==> src/include/wdt_defs.svh <==
`ifndef WDT_DEFS_SVH
`define WDT_DEFS_SVH

// ----------------------------------------
// register map
// ----------------------------------------
`define WDT_ADDR_W 8
`define WDT_ADDR_CTRL 8'hD8
`define WDT_CTRL_RESET 8'hFE
`define WDT_CNT_RESET 7'h7F
`define WDT_BIT_SR 1
`define WDT_BIT_C 0
`define WDT_CNT_MSB 6

// ----------------------------------------
// timing
// ----------------------------------------
`define WDT_CLK_MHZ 250
`define WDT_STEP_NS 384000
`define WDT_STEP_CYCLES (`WDT_STEP_NS * `WDT_CLK_MHZ / 1000)
`define WDT_RST_NS 500
`define WDT_RST_CYCLES (`WDT_RST_NS * `WDT_CLK_MHZ / 1000)

`endif

==> src/include/wdt_pkg.sv <==
package wdt_pkg;

    typedef enum logic [1:0] {
        WDT_RUN,
        WDT_WAIT,
        WDT_STOP
    } wdt_mode_type;

    typedef struct packed {
        logic [6:0] cnt;
        logic c;
        wdt_mode_type mode;
        logic waitreq;
        logic [31:0] rdata;
        logic rst_n;
    } wdt_core_state_type;

endpackage

==> src/include/wdt_if.sv <==
`timescale 1ns/1ps

interface wdt_if;
    logic tick_en;
    logic tick;
    logic start;
    logic busy;

    modport core (output tick_en, output start, input tick, input busy);
    modport pre (input tick_en, output tick);
    modport pulse (input start, output busy);
endinterface

==> src/hw/wdt_core.sv <==
// Our own choice: the Avalon-MM register port.
`timescale 1ns/1ps
`include "wdt_defs.svh"

// Summary of operation
// unactivated under software option, counter runs as free 7-bit timer
// software should clear soft reset bit when finding watchdog active
// software reads the timer twice and keeps matching values
// one decrement per 384 us step
// wait mode leaves counting and reset untouched
// stop with watchdog inactive enters stop mode
// active watchdog without external stop control turns stop into wait
// with external control, stop is wait if nmi low, else freeze and stop
// leaving stop on interrupt resumes counting from frozen value
// control register at D8h, read/write, resets to FEh
// bits 7:2 hold counter reversed, bit 7 is lsb
// soft reset bit zero with activation set gives mcu reset
// inactive, soft reset bit is timer msb; one means no reset
// hardware option forces activation bit high, writes cannot clear it
// software option: activation bit sticks until mcu reset
// counter decrements every 3072 oscillator cycles, 64 steps
// active with soft reset bit zero drives reset low about 500 ns
// software rewrites the register with 02h to FEh in time
// software option comes out of reset deactivated
// a write loads counter and soft reset bit at once
module wdt_core import wdt_pkg::*; #(
    parameter int STEP_CYCLES = `WDT_STEP_CYCLES,
    parameter int PULSE_CYCLES = `WDT_RST_CYCLES
) (
    input wire logic core_clk_i,
    input wire logic nrst_i,
    input wire logic [`WDT_ADDR_W-1:0] avs_address_i,
    input wire logic avs_read_i,
    input wire logic avs_write_i,
    input wire logic [31:0] avs_writedata_i,
    input wire logic [3:0] avs_byteenable_i,
    output logic [31:0] avs_readdata_o,
    output logic avs_waitrequest_o,
    input wire logic hw_activation_option_i,
    input wire logic external_stop_control_option_i,
    input wire logic nmi_i,
    input wire logic stop_instr_i,
    input wire logic wait_instr_i,
    input wire logic wake_i,
    output logic mcu_reset_n_o,
    output logic stop_mode_o,
    output logic wait_mode_o
);

    // ----------------------------------------
    // helpers
    // ----------------------------------------
    function automatic logic [5:0] wdt_rev6(input logic [5:0] v);
        logic [5:0] r;
        for (int i = 0; i < 6; i++)
            r[i] = v[5 - i];
        return r;
    endfunction

    function automatic logic [7:0] wdt_view(input logic [6:0] cnt, input logic act);
        return {wdt_rev6(cnt[5:0]), cnt[`WDT_CNT_MSB], act};
    endfunction

    // ----------------------------------------
    // state and sub-blocks
    // ----------------------------------------
    wdt_core_state_type st;
    wdt_core_state_type next_st;
    wdt_if link();
    logic active;
    logic req;
    logic hit;
    logic wr_hit;
    logic start;
    logic [7:0] ctrl_view;

    wdt_prescale #(
        .STEP_CYCLES(STEP_CYCLES)
    ) u_pre (
        .core_clk_i(core_clk_i),
        .nrst_i(nrst_i),
        .link(link)
    );

    wdt_rst_pulse #(
        .PULSE_CYCLES(PULSE_CYCLES)
    ) u_pulse (
        .core_clk_i(core_clk_i),
        .nrst_i(nrst_i),
        .link(link)
    );

    // ----------------------------------------
    // next state
    // ----------------------------------------
    assign active = st.c | hw_activation_option_i;
    assign ctrl_view = wdt_view(st.cnt, active);
    assign req = avs_read_i | avs_write_i;
    assign hit = avs_address_i == `WDT_ADDR_CTRL;
    assign wr_hit = avs_write_i && !st.waitreq && hit && avs_byteenable_i[0];
    // expiry is seen on the stored bit, so a write of SR=0 fires one edge later
    assign start = active && !st.cnt[`WDT_CNT_MSB] && !link.busy;
    // clocks stop in stop mode, timer use included
    assign link.tick_en = st.mode != WDT_STOP;
    assign link.start = start;

    always_comb
    begin
        next_st = st;
        next_st.rst_n = !(start || link.busy);

        // bus: one wait cycle, then the answer; write lands as the master is released
        if (req && st.waitreq)
        begin
            next_st.waitreq = 1'b0;
            next_st.rdata = (avs_read_i && hit) ? {24'h00_0000, ctrl_view} : 32'h0000_0000;
        end
        else
        begin
            next_st.waitreq = 1'b1;
        end

        // counter: a write wins over the step decrement
        if (wr_hit)
        begin
            next_st.cnt = {avs_writedata_i[`WDT_BIT_SR], wdt_rev6(avs_writedata_i[7:2])};
            next_st.c = st.c | avs_writedata_i[`WDT_BIT_C];
        end
        // a step tick launched just before stop is dropped, so stop freezes at once
        else if (link.tick && st.mode != WDT_STOP)
        begin
            next_st.cnt = st.cnt - 7'h01;
        end

        // power modes
        unique case (st.mode)
            WDT_RUN:
            begin
                if (stop_instr_i)
                begin
                    if (!active)
                        next_st.mode = WDT_STOP;
                    else if (!external_stop_control_option_i || !nmi_i)
                        next_st.mode = WDT_WAIT;
                    else
                        next_st.mode = WDT_STOP;
                end
                else if (wait_instr_i)
                begin
                    next_st.mode = WDT_WAIT;
                end
            end
            WDT_WAIT, WDT_STOP:
            begin
                if (wake_i)
                    next_st.mode = WDT_RUN;
            end
        endcase

        // the watchdog's own reset reloads counter, activation bit and mode as an mcu reset does; prescaler phase is kept
        if (link.busy)
        begin
            next_st.cnt = `WDT_CNT_RESET;
            next_st.c = 1'b0;
            next_st.mode = WDT_RUN;
        end
    end

    always_ff @(posedge core_clk_i or negedge nrst_i)
    begin
        if (!nrst_i)
        begin
            st.cnt <= `WDT_CNT_RESET;
            st.c <= 1'b0;
            st.mode <= WDT_RUN;
            st.waitreq <= 1'b1;
            st.rdata <= 32'h0000_0000;
            st.rst_n <= 1'b1;
        end
        else
        begin
            st <= next_st;
        end
    end

    assign avs_readdata_o = st.rdata;
    assign avs_waitrequest_o = st.waitreq;
    assign mcu_reset_n_o = st.rst_n;
    assign stop_mode_o = st.mode == WDT_STOP;
    assign wait_mode_o = st.mode == WDT_WAIT;
endmodule

==> src/hw/wdt_prescale.sv <==
`timescale 1ns/1ps
`include "wdt_defs.svh"

module wdt_prescale import wdt_pkg::*; #(
    parameter int STEP_CYCLES = `WDT_STEP_CYCLES
) (
    input wire logic core_clk_i,
    input wire logic nrst_i,
    wdt_if.pre link
);
    localparam int CW = $clog2(STEP_CYCLES);

    typedef struct packed {
        logic [CW-1:0] cnt;
        logic tick;
    } wdt_pre_state_type;

    wdt_pre_state_type st;
    wdt_pre_state_type next_st;

    // phase is held, not cleared, while frozen so a stop resumes mid-step
    always_comb
    begin
        next_st = st;
        next_st.tick = 1'b0;
        if (link.tick_en)
        begin
            if (st.cnt == CW'(STEP_CYCLES - 1))
            begin
                next_st.cnt = '0;
                next_st.tick = 1'b1;
            end
            else
            begin
                next_st.cnt = st.cnt + CW'(1);
            end
        end
    end

    always_ff @(posedge core_clk_i or negedge nrst_i)
    begin
        if (!nrst_i)
            st <= '0;
        else
            st <= next_st;
    end

    assign link.tick = st.tick;
endmodule

==> src/hw/wdt_rst_pulse.sv <==
`timescale 1ns/1ps
`include "wdt_defs.svh"

module wdt_rst_pulse import wdt_pkg::*; #(
    parameter int PULSE_CYCLES = `WDT_RST_CYCLES
) (
    input wire logic core_clk_i,
    input wire logic nrst_i,
    wdt_if.pulse link
);
    localparam int PW = $clog2(PULSE_CYCLES + 1);

    typedef struct packed {
        logic [PW-1:0] left;
    } wdt_pulse_state_type;

    wdt_pulse_state_type st;
    wdt_pulse_state_type next_st;

    always_comb
    begin
        next_st = st;
        if (st.left != '0)
            next_st.left = st.left - PW'(1);
        else if (link.start)
            next_st.left = PW'(PULSE_CYCLES);
    end

    always_ff @(posedge core_clk_i or negedge nrst_i)
    begin
        if (!nrst_i)
            st <= '0;
        else
            st <= next_st;
    end

    assign link.busy = st.left != '0;
endmodule

==> config.mk <==
export PLATFORM = sky130hd
export DESIGN_NAME = wdt_core
export DESIGN_NICKNAME = d
export VERILOG_FILES = /design/src/include/wdt_pkg.sv /design/src/include/wdt_if.sv /design/src/hw/wdt_core.sv /design/src/hw/wdt_prescale.sv /design/src/hw/wdt_rst_pulse.sv
export VERILOG_INCLUDE_DIRS = /design/src /design/src/include
export SDC_FILE = /design/constraint.sdc
export NUM_CORES = 1
export LEC_CHECK = 0
export ABC_AREA = 1
export BUFFER_PORTS_ARGS = -buffer_cell sky130_fd_sc_hd__buf_2
export CORE_MARGIN = 2
export CORE_UTILIZATION = 56
export DETAILED_ROUTE_END_ITERATION = 16
export PLACE_DENSITY = 0.86
export SLEW_MARGIN = 30
export SYNTH_ARGS = -nofsm -noshare
export SYNTH_HDL_FRONTEND = slang
export SYNTH_SLANG_ARGS = --single-unit
export TNS_END_PERCENT = 10
==> constraint.sdc <==
create_clock -name core_clk_i -period 3.91 [get_ports core_clk_i]
set_clock_uncertainty 0.1 [all_clocks]
set_input_delay 0.1955 -clock core_clk_i [delete_from_list [all_inputs] [get_ports core_clk_i]]
set_output_delay 0.1955 -clock core_clk_i [all_outputs]
set_load 0.02 [all_outputs]
======== Word level (Yosys, flattened, before mapping) ========
Cells that the tools add are included.
Widths: inputs -> output; s select.
storage, ports and cells
  register bits after elaboration ......... 69
  input bits .............................. 54
  output and inout port bits .............. 36
  logic and storage cells ................. 62
operators by class
  add/sub/neg operators ................... 3
  equal/unequal tests ..................... 7
  mux-type cells .......................... 17
  bitwise operators ....................... 3
  reduce and logical (&&, ||, !) cells .... 23
operator list
  kind                   count
  $mux 7                 4
  $add 17x1->17 const B  1
  $eq 17x17->1 const B   1
  $mux 17                1
  $sub 7x1->7 const B    2
  $mux 10                1
  $mux 2                 5
  $eq 8x8->1 const B     1
  $logic_and 1x1->1      8
  $mux 8                 1
  $reduce_bool 7->1      1
  $logic_not 1->1        6
  $mux 1                 4
  $ne 4x4->1 const B     1
  $pmux 2 s2             1
  $reduce_bool 2->1      2
  $ne 3x3->1 const B     1
  $or 1x1->1             3
  $reduce_bool 3->1      1
  $eq 2x1->1 const B     1
  $eq 2x2->1 const B     1
  $logic_not 2->1        1
  $logic_or 1x1->1       2
  $ne 2x2->1 const B     1
  other kinds (2)        2

======== Depth between registers and ports, before layout ========
Gate-level depths: netlist of the first run.
  depth in word-level cells ............... 7
  depth in mapped cells ................... 10
  gate-level depth less buffers ........... 10

======== Hierarchy ========
Synthesis of the first run repeated with hierarchy kept, for this count alone.
second synthesis, totals
  cell total of the unflattened synthesis .. 374
  area, all modules ....................... 2899.0 µm²
modules (own cells, without submodules)
  module         instances  cells an instance  area an instance (µm²)
  wdt_core       1          186                1433.9
  wdt_prescale   1          128                1011.0
  wdt_rst_pulse  1          60                 454.2

======== Least setup slack after synthesis of the first run ========
No wires, ideal clock.
  kind .................................... flip-flop to flip-flop
  from .................................... register st[34] (netlist bit)
  to ...................................... register u_pre.st[11] (netlist bit)
  library setup time ...................... 0.120 ns
  data arrival time ....................... 1.475 ns
  required time ........................... 3.690 ns
  setup slack ............................. 2.215 ns
  cell stages (with the launch flop) ...... 10
  buffers on the path ..................... 0
  period minus slack after synthesis ...... 1.695 ns
  cell sequence ........................... dfrtp_1 -> inv_1 -> ha_1 -> inv_4 -> nand3_4 -> nor2_4 -> nand2_4 -> nor2_4 -> nand2_4 -> and3_1
on the way
  longest elaborated chain between the ends .. 1
RTL lines
  element                   line                RTL
  start: declaration        wdt_core.sv:67      wdt_core_state_type st;
  start signal: assignment  wdt_core.sv:182     st <= next_st;
  $ne 2x2->1                wdt_core.sv:104     assign link.tick_en = st.mode != WDT_STOP;
  end signal: assignment    wdt_prescale.sv:45  st <= next_st;
  end: declaration          wdt_prescale.sv:18  wdt_pre_state_type st;
No other way between the ends.
A chain may end at the register's enable or synchronous reset.

======== Final worst setup path of the first run ========
  from .................................... register st[34] (netlist bit)
  to ...................................... register u_pre.st[13] (netlist bit)
The elaborated chain is that of the path after synthesis.

==> summary by stage, run 1 <==
Outcome
The flow ran to the end, and the final reports show no timing, DRC or antenna violations.

Pwr
VDD sags by at most 0.299 mV. For this design the static power due to leakage is 1.66 nW. The overall power is 1.45 mW. The power density of the placed cells is 457 mW/mm^2.

Die
The area inside the core boundary is 0.00507 mm^2. The chip height is 76.1 um. The number of placement rows is 26.

The starting density of the core is 0.574. The floorplan step set the die width to 76.1 um. The area of the die is 0.00579 mm^2. 90 I/O pins were placed.

Final layout
The library cell used most frequently in the layout, excluding fill and tap cells, is nand2_1. Of the cells placed in the final design, the portion with a size suffix greater than 1 is 0.218. The area growth from synthesis to layout is 8.72%. The number of antenna diodes in the final layout is 0. In the layout the commonest cells are nand2_1 (84), inv_1 (50), nor2_1 (44), buf_2 (38), dfrtp_1 (36). At the end of the flow, the number of nets in the layout was 472. The final cell count without fillers is 482.

Timing
The maximum clock rate is 549 MHz. The max-slew violation count is 0. At the pin with the least slew margin, the transition time is 0.557 ns.

Setup violations remaining at the end of the flow were counted as 0. The sum of negative setup slack is 0 ns. The remaining max-slew budget at the tightest pin is 0.629. The shortest clock period the worst path allows after layout is 1.82 ns.

Of the available clock period, the critical path in the final layout requires 0.466. The final count of hold timing violations came to 0. Setup repair after global routing left no endpoint under its margin.

Yosys
After synthesis, the cell types taking the most area are dfrtp_1 (31%), nand2_1 (11%), buf_4 (8.5%). After synthesis, the mean cell area works out to 7.74 um^2. The count of unique library cells instantiated by Yosys is 35. For this run, the leading register cell type out of synthesis is dfrtp_1. After synthesis, the largest family of logic cells by area is simple AND/OR/NAND/NOR gates. The share of synthesized area in the top cell type comes to 0.309.

The fraction of the yosys area taken by sequential cells is 0.391. After synthesis the netlist holds a flip-flop and latch count of 45. The share of cell area taken by muxes after synthesis is 0. The number of synthesized flops with an enable pin is 0. The proportion of register bits with asynchronous set or reset after synthesis is 1.00. The cell type contributing the most total cell area after synthesis is dfrtp_1. The area of the mapped netlist is 0.00291 mm^2. The compound-gate portion of the synthesized area is 0.0666. The gate count after technology mapping is 376. The area share of fa/ha/maj cells after synthesis is 0.0301.

Of the total synthesized cell area, the portion taken by AND, OR, NAND and NOR gates is 0.327. The synthesis warning total is 0. The post-synthesis share of cell area spent on xor and xnor gates is 0.0211.

Detailed routing
The detailed-route vias per instance is 4.78. The count of unresolved DRC violations after routing is 0. The average routed wire per standard cell is 10.9 um. After the first detailed-routing iteration, the DRC count stood at 103. The number of detailed-routing iterations run before antenna repair is 4. For this block, the via count after detailed routing is 2302.

The post-detailed-routing wire length is 5.24 mm. Once detail routing completed, the nets flagged for antenna violations numbered 0.

Worst setup path
The worst setup path is captured at a flop. STA classifies the critical path startpoint as a flop. STA puts the critical path data required time at 4.00 ns.

Counting cells, the worst reg-to-reg path comes to 10. The arrival time of the worst setup path is 1.92 ns. The startpoint-to-endpoint class of the critical path is reg -> reg. The startpoint of the most critical register-to-register path is st[34]$_DFFE_PN0P_. Along the worst path, the maximum fanout reaches 8. The worst-case register-to-register setup slack is 2.09 ns.

The reg-to-reg critical path endpoint is u_pre.st[13]$_DFFE_PN0N_.

Min path
The worst hold endpoint is st[36]$_DFFE_PN0P_. The hold path startpoint is avs_writedata_i[0]. The worst hold path depth is 3. The path type of the worst min-delay path is in -> reg.

Global routing
The global-route track usage on met1 is 0.227. The met2 layer usage reported by global route is 0.338. The number of antenna violations at the first check in global routing is 0. In the global route stage, met3 resource usage came out at 0.0474. The largest net degree at the start of global routing is 30. The number of global-route vias before repair was 2171. The all-layer global routing usage is 0.190. The aggregate global routing overflow is 0. The global routing stage identified its most utilized layer as met2. The wire length of the first global-routing pass is 9.09 mm.

Placement
The weighted congestion at the end of routability-driven global placement is 0.930. Including well taps, the total number of placed cells is 473. The half-perimeter wire length of the detailed placement result is 4.11 mm. The count of buffers added on input and output ports is 38.

Clocking
After clock tree synthesis, the repair step resized 0 gates. TritonCTS created 5 clock buffers. No sink is reached through more buffers than the 2 on the longest clock path. The clock-pin slew on the worst setup and hold paths is 0.09 ns.

In this run the post-CTS setup repair buffer count came out at 0. The insertion delay to the later sink of the worst-skew pair is 0.31 ns. The root buffer selected by CTS is clkbuf_8.

The clock tree from TritonCTS is done. The clock tree synthesis step divided the H-tree into 2 levels. The clock drives 45 sinks.

Run
The reported max-cap violation count is 0.
how the worst max path moves through the flow:
stage                             startpoint                       end  slack, ns  depth (start not counted)
after floorplan           st[34]$_DFFE_PN0P_  u_pre.st[11]$_DFFE_PN0N_       2.22                          9
after global placement    st[34]$_DFFE_PN0P_  u_pre.st[11]$_DFFE_PN0N_       2.12                          9
after detailed placement  st[34]$_DFFE_PN0P_  u_pre.st[13]$_DFFE_PN0N_       2.10                         10
after CTS                 st[34]$_DFFE_PN0P_  u_pre.st[13]$_DFFE_PN0N_       2.08                         10
after global routing      st[34]$_DFFE_PN0P_  u_pre.st[13]$_DFFE_PN0N_       1.92                         10
final                     st[34]$_DFFE_PN0P_  u_pre.st[13]$_DFFE_PN0N_       2.09                         10
power breakdown:
part / switching, mW / internal, mW
logic: 0.273 / 0.165
clock network: 0.164 / 0.208
registers: 0.0816 / 0.556
total: 0.519 / 0.928
flip-flops by register name, indices dropped and copies added, names as in the netlist:
register,count
avs_waitrequest_o,1
u_pre.st,17
u_pulse.st,7
mcu_reset_n_o,1
u_pre.link.tick,1
ctrl_view,7
avs_readdata_o,8
st,3
layout make-up:
cell class	count	area [um^2]
multi-input combinational	263	1390
clock inverter	2	37.5
sequential	45	1140
timing repair buffer	40	220
inverter	56	213
fill	454	1910
tap	70	87.6
clock buffer	6	82.6
kinds of logic after synthesis:
family,count (synthesis)
adder cells (fa/ha/maj),7
XOR/XNOR,7
AO/OA/AOI/OAI,33
other,1
buffers and inverters,91
flip-flops,45
AND/OR/NAND/NOR,192
per-stage QoR:
step	setup WS [ns]	instance area, um^2	hold slack [ns]	utilization
3_5_place_dp	2.10	3030	0.0541	0.597
2_1_floorplan	2.22	3000	-0.200	-
6_report	2.09	3170	0.0626	0.624
5_1_grt	1.92	3170	0.0958	0.624
3_3_place_gp	2.12	3010	0.306	0.593
4_1_cts	2.08	3160	0.0565	0.623
cells in the mapped netlist (2+ instances only):
library cell  count
o31ai_1           6
o21bai_1          2
o211ai_1          2
nand3_1          26
nand2_2           2
inv_1            50
o22ai_1           2
nand2_4           3
xor2_1            4
inv_2             5
nand3_4           3
dfrtp_1          36
dfstp_2           9
ha_1              7
nor3_2            3
a21oi_1           5
nor2_4            7
or2_2             2
nand2_1          84
nor3_1            3
o21ai_1           5
nor2_1           44
o21ai_0          10
buf_4            33
nor2_2            6
nand4_1           6
xnor2_1           3
routing by layer:
layer,part of all wire,routed length [um],up-vias
met5,0,0,-
met4,0.015,81,0
met3,0.048,254,11
met2,0.49,2580,61
met1,0.44,2330,1040
li1,-,-,1190
critical path, stage by stage, from the launching register on:
cell	delay (ns)
dfrtp_1	0.36
inv_1	0.07
ha_1	0.32
inv_4	0.16
nand3_4	0.09
nor2_4	0.14
nand2_4	0.08
nor2_4	0.12
nand2_4	0.11
o21ai_0	0.09
nor2_1	0.07
what timing repair did:
action                                 in CTS  in global routing
hold buffers                                1                  0
setup endpoints to repair                   0                  0
endpoints found under the hold margin      14                  0
No activity file was read; power rests on OpenSTA's default activity.
==> run 2: changes to the inputs <==
--- a/config.mk
+++ b/config.mk
@@ -9,9 +9,9 @@
 export ABC_AREA = 1
 export BUFFER_PORTS_ARGS = -buffer_cell sky130_fd_sc_hd__buf_2
 export CORE_MARGIN = 2
-export CORE_UTILIZATION = 56
+export CORE_UTILIZATION = 52
 export DETAILED_ROUTE_END_ITERATION = 16
-export PLACE_DENSITY = 0.86
+export PLACE_DENSITY = 0.81
 export SLEW_MARGIN = 30
 export SYNTH_ARGS = -nofsm -noshare
 export SYNTH_HDL_FRONTEND = slang
==> constraint.sdc (replaced) <==
create_clock -name core_clk_i -period 1.7 [get_ports core_clk_i]
set_clock_uncertainty 0.1 [all_clocks]
set_input_delay 0.085 -clock core_clk_i [delete_from_list [all_inputs] [get_ports core_clk_i]]
set_output_delay 0.085 -clock core_clk_i [all_outputs]
set_load 0.02 [all_outputs]
==> run 2 against run 1 <==
  * Critical path depth is 2 lower
  * Critical endpoint is now u_pre.st[11]$_DFFE_PN0N_
  * First-iteration DRC count stayed put
  * Total power is 130% higher
==> summary by stage, run 2 (synthesis gave the netlist of run 1 again) <==
Outcome
The flow ran to the end, and the final reports show no timing, DRC or antenna violations.

Timing
The worst hold slack after final layout came to 0.0234 ns (-0.0392 ns). The smallest setup slack after layout came to 0.0964 ns (-1.99 ns). The sum of negative setup slack was 0 ns (unchanged). The actual slew at the worst max-slew pin was 0.752 ns (+0.195 ns).

The remaining max-slew budget at the tightest pin is 0.495 (-0.133). The maximum clock rate was 624 MHz (+14%). The final count of hold timing violations is 0 (unchanged). The total setup violations reported at the end of the flow was 0 (unchanged). The shortest clock period the worst path allows after layout is 1.60 ns (-0.219 ns). The max-slew violation count is 0 (unchanged). The final clock period utilization by the worst path came to 0.943 (+0.477).

Die
The starting density of the core is 0.532 (-0.0417). The chip height was 78.8 um (+3.6%). The area inside the core boundary is 0.00547 mm^2 (+7.8%). The I/O pin count was 90 (unchanged). The number of placement rows is 27 (+3.8%).

The area of the die is 0.00621 mm^2 (+7.3%). The horizontal extent of the die was 78.8 um (+3.6%).

Final layout
The flip-flop count of the largest register after layout is 17 (unchanged). The antenna diode count is 0 (unchanged). The commonest non-fill, non-tap cell in the layout is nand2_1. The fraction of final layout cells with drive strength greater than 1 is 0.252 (+0.0339).

The net count of the finished layout is 488 (+3.4%). The footprint of the multi-input gates is 0.00142 mm^2 (+2.6%). The final non-filler cell area came to 0.00332 mm^2 (+4.9%). The library cells used most frequently in the layout, excluding fill and tap cells, are nand2_1 (84), inv_1 (49), nor2_1 (42), buf_2 (38), dfrtp_1 (36). The register containing the most flip-flops in the final layout is u_pre.st. The number of inserted filler cells in the final layout was 492 (+8.4%). The storage element area was 0.00114 mm^2 (unchanged). Compared with the post-synthesis result, the final layout area differs by 14.1%. The final core utilization is 0.607 (-0.0168).

Detailed routing
The post-detailed-routing wire length is 5.49 mm (+4.7%). The average routed wire per standard cell was 11.0 um (+0.91%). The violation count after the first detailed-routing iteration is 103 (unchanged). The count of unresolved DRC violations after routing is 0 (unchanged). The detailed-route vias per instance is 4.78 (about the same). The final antenna-violating net count was 0 (unchanged). The via total after detailed routing came to 2388 (+3.7%). The number of detailed-routing iterations run before antenna repair is 4 (unchanged).

Global routing
The wire length of the first global-routing pass is 9.51 mm (+4.6%). The all-layer global routing usage came to 0.191 (+0.00111). The largest net degree at the start of global routing was 25 (-17%). The number of global-route vias before repair came to 2284 (+5.2%). The number of antenna violations at the first check in global routing is 0 (unchanged). The aggregate global routing overflow is 0 (unchanged).

Worst setup path
The number of cells traversed by the worst register-to-register path is 8 (-2). The nature of the critical path startpoint is a flop. Among all stages on the critical path, the largest delay is contributed by dfrtp_1. The biggest cell delay along the critical path was 0.41 ns (+0.05 ns). The cell depth of the worst setup path was 8 (-2). On the critical path the largest part of the delay comes from simple AND/OR/NAND/NOR gates. The worst endpoint required time is 1.79 ns (-2.21 ns).

The startpoint of the most critical register-to-register path is st[35]$_DFFE_PN0P_. The number of buffers and inverters on the critical path is 1 (-1). The maximum fanout count along the critical path came to 8 (unchanged). Walking the worst path, the cells encountered are ha_4 > inv_4 > nand3_4 > nor2_4 > nand2_4 > nor2_4 > nand2_4 > and3_1. The reg-to-reg critical path endpoint is u_pre.st[11]$_DFFE_PN0N_. In this run the worst setup path begins at st[35]$_DFFE_PN0P_. The arrival time of the worst setup path is 1.69 ns (-0.23 ns). The worst setup path is captured at a flop.

Following the worst setup path forward leads to its endpoint at u_pre.st[11]$_DFFE_PN0N_. The worst-case register-to-register setup slack came to 0.1 ns (-1.99 ns). The startpoint-to-endpoint class of the critical path is reg -> reg.

Pwr
The power density of the placed cells is 1000 mW/mm^2 (+120%). The cell leakage power is 1.73 nW (+4.2%). The worst ir drop on vdd came to 0.554 mV (+85%).

Placement
The worst slack at placement is -0.0288 ns (-2.12 ns). The weighted congestion at the end of routability-driven global placement is 0.867 (-6.8%). The total of buffers placed on input and output ports is 38 (unchanged).

The half-perimeter wire length of the detailed placement result is 4.25 mm (+3.4%). The placed instance area came to 0.00311 mm^2 (+2.6%).

Clocking
The insertion delay to the later sink of the worst-skew pair is 0.31 ns (about the same). The depth of the CTS H-tree is 2 (unchanged). The total clock sinks is 45 (unchanged). The clock-pin slew on the worst setup and hold paths is 0.08 ns (about the same). The number of buffers created by CTS is 5 (unchanged).

The root buffer cell chosen for the clock tree is clkbuf_8. The clock tree buffer depth is 2 (unchanged). The clock tree from TritonCTS is done.

Min path
The path type of the worst min-delay path is in -> reg.

Run
The reported max-cap violation count is 0 (unchanged).
run 2: cell types whose count changed in the layout (fill, tap and decap cells not counted), sizes merged:
| cell | previous run | this run |
|---|---|---|
| buf | 39 | 52 |
| bufinv | 1 | 0 |
| clkbuf | 6 | 7 |
| clkinvlp | 1 | 0 |
| dlygate4sd3 | 1 | 4 |
| inv | 56 | 57 |
run 2: worst min-delay path by stage:
stage / start / endpoint / cells past startpoint
global route: avs_writedata_i[2] / ctrl_view[2]$_DFFE_PN1P_ / 5
finish: avs_writedata_i[2] / ctrl_view[2]$_DFFE_PN1P_ / 5
global placement: nrst_i / avs_readdata_o[0]$_DFFE_PN0P_ / 1
floorplan: nrst_i / avs_readdata_o[0]$_DFFE_PN0P_ / 0
detailed placement: nrst_i / avs_readdata_o[0]$_DFFE_PN0P_ / 1
CTS: avs_writedata_i[2] / ctrl_view[2]$_DFFE_PN1P_ / 5
run 2: report_power, final:
group / switching, mW / internal, mW
Clock: 0.366 / 0.375
Sequential: 0.195 / 1.28
Combinational: 0.667 / 0.458
Total: 1.23 / 2.11
run 2: final cells by class:
cell class | instances | share of cell area
Multi-Input combinational cell | 263 | 0.429
Sequential cell | 45 | 0.342
Timing Repair Buffer | 56 | 0.105
Inverter | 56 | 0.0655
Clock buffer | 7 | 0.0290
Tap cell | 72 | 0.0271
Clock inverter | 1 | 0.00264
run 2: through the flow:
stage	power [mW]	instances
final	3.34	500
after global routing	3.59	500
after floorplan	2.30	399
after CTS	3.29	497
after global placement	2.49	485
after detailed placement	2.54	485
run 2: what timing repair did:
item                                   4_1_cts  5_1_grt
hold buffers                                 4        0
resized for setup                            2       10
setup endpoints to repair                   10       28
endpoints found under the hold margin       21        0
pin swaps                                    0        4
setup buffers                                0        3
run 2: worst reg2reg max path, delay by kind of cell (launching register included):
| kind | cells | cell delay [ns] |
|---|---|---|
| adder cells (fa/ha/maj) | 1 | 0.21 |
| buffers and inverters | 1 | 0.08 |
| AND/OR/NAND/NOR | 6 | 0.69 |
| flip-flops | 1 | 0.41 |
run 2: layer usage:
metal	wire length, um	part of all wire	vias up	track usage
met5	0	0	-	0
met2	2800	0.51	56	0.354
li1	-	-	1219	-
met4	135	0.025	0	0.0690
met3	253	0.046	14	0.0330
met1	2300	0.42	1099	0.221
==> run 3: changes to the inputs <==
--- a/config.mk
+++ b/config.mk
@@ -8,10 +8,12 @@
 export LEC_CHECK = 0
 export ABC_AREA = 1
 export BUFFER_PORTS_ARGS = -buffer_cell sky130_fd_sc_hd__buf_2
+export CELL_PAD_IN_SITES_DETAIL_PLACEMENT = 0
+export CELL_PAD_IN_SITES_GLOBAL_PLACEMENT = 2
 export CORE_MARGIN = 2
-export CORE_UTILIZATION = 52
+export CORE_UTILIZATION = 29
 export DETAILED_ROUTE_END_ITERATION = 16
-export PLACE_DENSITY = 0.81
+export PLACE_DENSITY_LB_ADDON = 0.1
 export SLEW_MARGIN = 30
 export SYNTH_ARGS = -nofsm -noshare
 export SYNTH_HDL_FRONTEND = slang
==> run 3 against run 2 <==
  * Register-to-register slack got worse by 0.04 ns
  * Global-route usage decreased by 6.7 points
  * Core utilization decreased by 25 points
  * Clock power decreased by 6.1%
  * Combinational power increased by 13%
==> summary by stage, run 3 (synthesis gave the netlist of run 1 again) <==
Worst setup path
The category of the worst setup path capture point is a flop. The timing startpoint of the critical path is u_pulse.st[1]$_DFFE_PN0N_. The worst setup path is of the reg -> reg kind. The maximum fanout count along the critical path came to 5 (-3).

STA classifies the critical path startpoint as a flop. The worst endpoint required time is 1.85 ns (+0.06 ns). The arrival time of the worst setup path is 1.79 ns (+0.10 ns).

The worst register-to-register path begins at u_pulse.st[1]$_DFFE_PN0N_.

Final layout
The net count of the finished layout is 497 (+1.8%). Counting flops per register, the top entry is u_pre.st. The final non-filler cell area is 0.00349 mm^2 (+5.0%). The area growth from synthesis to layout is 19.8%. The number of inserted filler cells in the final layout is 1109 (+130%). The fraction of final layout cells with drive strength greater than 1 came to 0.277 (+0.0246). The antenna diode count was 0 (unchanged).

The commonest non-fill, non-tap cell in the layout is nand2_1. The flip-flop count of the largest register after layout is 17 (unchanged). The final cell count without fillers is 570 (+14%).

The final core utilization is 0.357 (-0.250). In the layout the commonest cells are nand2_1 (83), inv_1 (47), nor2_1 (42), buf_2 (38), dfrtp_1 (36).

Timing
The max-slew violation count is 0 (unchanged). The sum of negative setup slack is 0 ns (unchanged). The smallest setup slack after layout is 0.0528 ns (-0.0436 ns).

The total setup violations reported at the end of the flow is 0 (unchanged). The shortest clock period the worst path allows after layout came to 1.65 ns (+0.0436 ns). The maximum clock rate is 607 MHz (-2.6%). The worst hold slack after final layout is 0.0146 ns (-0.00887 ns). Setup repair after global routing could not meet its margin everywhere. The final count of hold timing violations was 0 (unchanged). The final clock period utilization by the worst path came to 0.969 (+0.0257).

Placement
The weighted congestion at the end of routability-driven global placement is 0.739 (-15%). The worst slack at placement is -0.00806 ns (+0.0207 ns). The half-perimeter wire length of the detailed placement result is 5.09 mm (+20%).

The placed instance area is 0.00324 mm^2 (+4.1%). The total of buffers placed on input and output ports came to 38 (unchanged). The count of placed standard cells including taps is 553 (+14%).

Clocking
The root buffer selected by CTS is clkbuf_8. The number of buffers created by CTS is 5 (unchanged). The clock-pin slew on the worst setup and hold paths is 0.10 ns (+0.02 ns).

The clock tree buffer depth is 2 (unchanged). The insertion delay to the later sink of the worst-skew pair came to 0.31 ns (about the same). The depth of the CTS H-tree is 2 (unchanged). TritonCTS built the clock tree. The total clock sinks is 45 (unchanged).

Global routing
The number of antenna violations at the first check in global routing is 0 (unchanged). The wire length of the first global-routing pass is 11.1 mm (+17%). The number of global-route vias before repair came to 2307 (+1.0%). The aggregate global routing overflow is 0 (unchanged). The all-layer global routing usage is 0.125 (-0.0665).

The largest net degree at the start of global routing was 29 (+16%).

Pwr
The switching component of the power came to 1.32 mW (+7.8%). The power share of the clock group came to 0.202 (-0.020). The overall power is 3.45 mW (+3.3%). The power density of the placed cells was 989 mW/mm^2 (-1.6%). The portion of total power attributed to combinational logic is 0.369 (+0.032). The cell internal power dissipation is 2.12 mW (+0.61%). The fraction of power spent switching nets is 0.384 (+0.0163). The worst ir drop on vdd was 0.321 mV (-42%). The relative contribution of sequential cells to total power is 0.430 (-0.011). The cell leakage power is 1.75 nW (+1.3%).

Detailed routing
The count of unresolved DRC violations after routing is 0 (unchanged). The via total after detailed routing is 2385 (-0.13%). The number of detailed-routing iterations run before antenna repair is 4 (unchanged). The post-detailed-routing wire length came to 6.66 mm (+21%).

The detailed-route vias per instance was 4.18 (-12%). The final antenna-violating net count is 0 (unchanged). The violation count after the first detailed-routing iteration is 68 (-34%). The average routed wire per standard cell was 11.7 um (+6.4%).

Min path
The hold path startpoint is avs_read_i. The path type of the worst min-delay path is in -> reg.

Die
The chip height is 104 um (+32%). The horizontal extent of the die came to 104 um (+32%). The starting density of the core is 0.298 (-0.234). The area inside the core boundary came to 0.00977 mm^2 (+79%).

The area of the die is 0.0109 mm^2 (+75%). The number of placement rows was 36 (+33%). The I/O pin count is 90 (unchanged).

Outcome
The run finished with clean final reports.

Run
The reported max-cap violation count was 0 (unchanged).
==> run 3: cell type report <==
class / count / area (um^2) / share of cell area
multi-input combinational: 264 / 1460 / 0.419
sequential: 45 / 1140 / 0.326
clock inverter: 2 / 15.0 / 0.00431
clock buffer: 6 / 72.6 / 0.0208
tap: 133 / 166 / 0.0477
inverter: 56 / 220 / 0.0632
timing repair buffer: 64 / 414 / 0.119
==> run 3: final timing paths <==
path	endpoint	slack [ns]	depth (start not counted)
worst min-delay path	avs_waitrequest_o$_DFF_PN1_	0.01	3
max in group asynchronous	ctrl_view[2]$_DFFE_PN1P_	0.73	3
worst max-delay path	ctrl_view[7]$_DFFE_PN1P_	0.05	10
min in group asynchronous	u_pre.st[9]$_DFFE_PN0N_	0.19	2
worst min register to register	avs_readdata_o[6]$_DFFE_PN0P_	0.38	2
worst max register to register	ctrl_view[7]$_DFFE_PN1P_	0.05	10
==> run 3: power groups by stage <==
| stage | logic, mW | registers, mW | clock network, mW |
|---|---|---|---|
| floorplan | 0.854 | 1.45 | 0 |
| global placement | 1.09 | 1.48 | 0 |
| detailed placement | 1.12 | 1.48 | 0 |
| CTS | 1.13 | 1.46 | 0.747 |
| global route | 1.45 | 1.51 | 0.773 |
| finish | 1.27 | 1.48 | 0.696 |
==> run 3: routing by layer <==
| layer | vias up | share of wire | wire, um | GRT usage |
|---|---|---|---|---|
| met5 | - | 0 | 0 | 0 |
| met4 | 0 | 0.0089 | 59 | 0.0319 |
| met3 | 5 | 0.030 | 201 | 0.0226 |
| met2 | 31 | 0.49 | 3250 | 0.208 |
| met1 | 1107 | 0.47 | 3150 | 0.167 |
| li1 | 1242 | - | - | - |
==> run 3: repair_timing <==
| item | 4_1_cts | 5_1_grt |
|---|---|---|
| hold buffers | 5 | 0 |
| resized for setup | 2 | 21 |
| hold endpoints to repair | 21 | 0 |
| buffers inserted | 0 | 3 |
| setup endpoints to repair | 7 | 25 |
| pin swaps | 1 | 8 |
| cloned | 0 | 1 |
==> run 3: critical path: stages, from the launching register on <==
cell and delay, ns:
dfrtp_1 0.40, inv_2 0.10, ha_4 0.14, inv_2 0.04, nor2_4 0.11, nand3_4 0.14, nor2_4 0.21, nand2_4 0.11
nand2_4 0.09, inv_4 0.04, a21oi_2 0.11
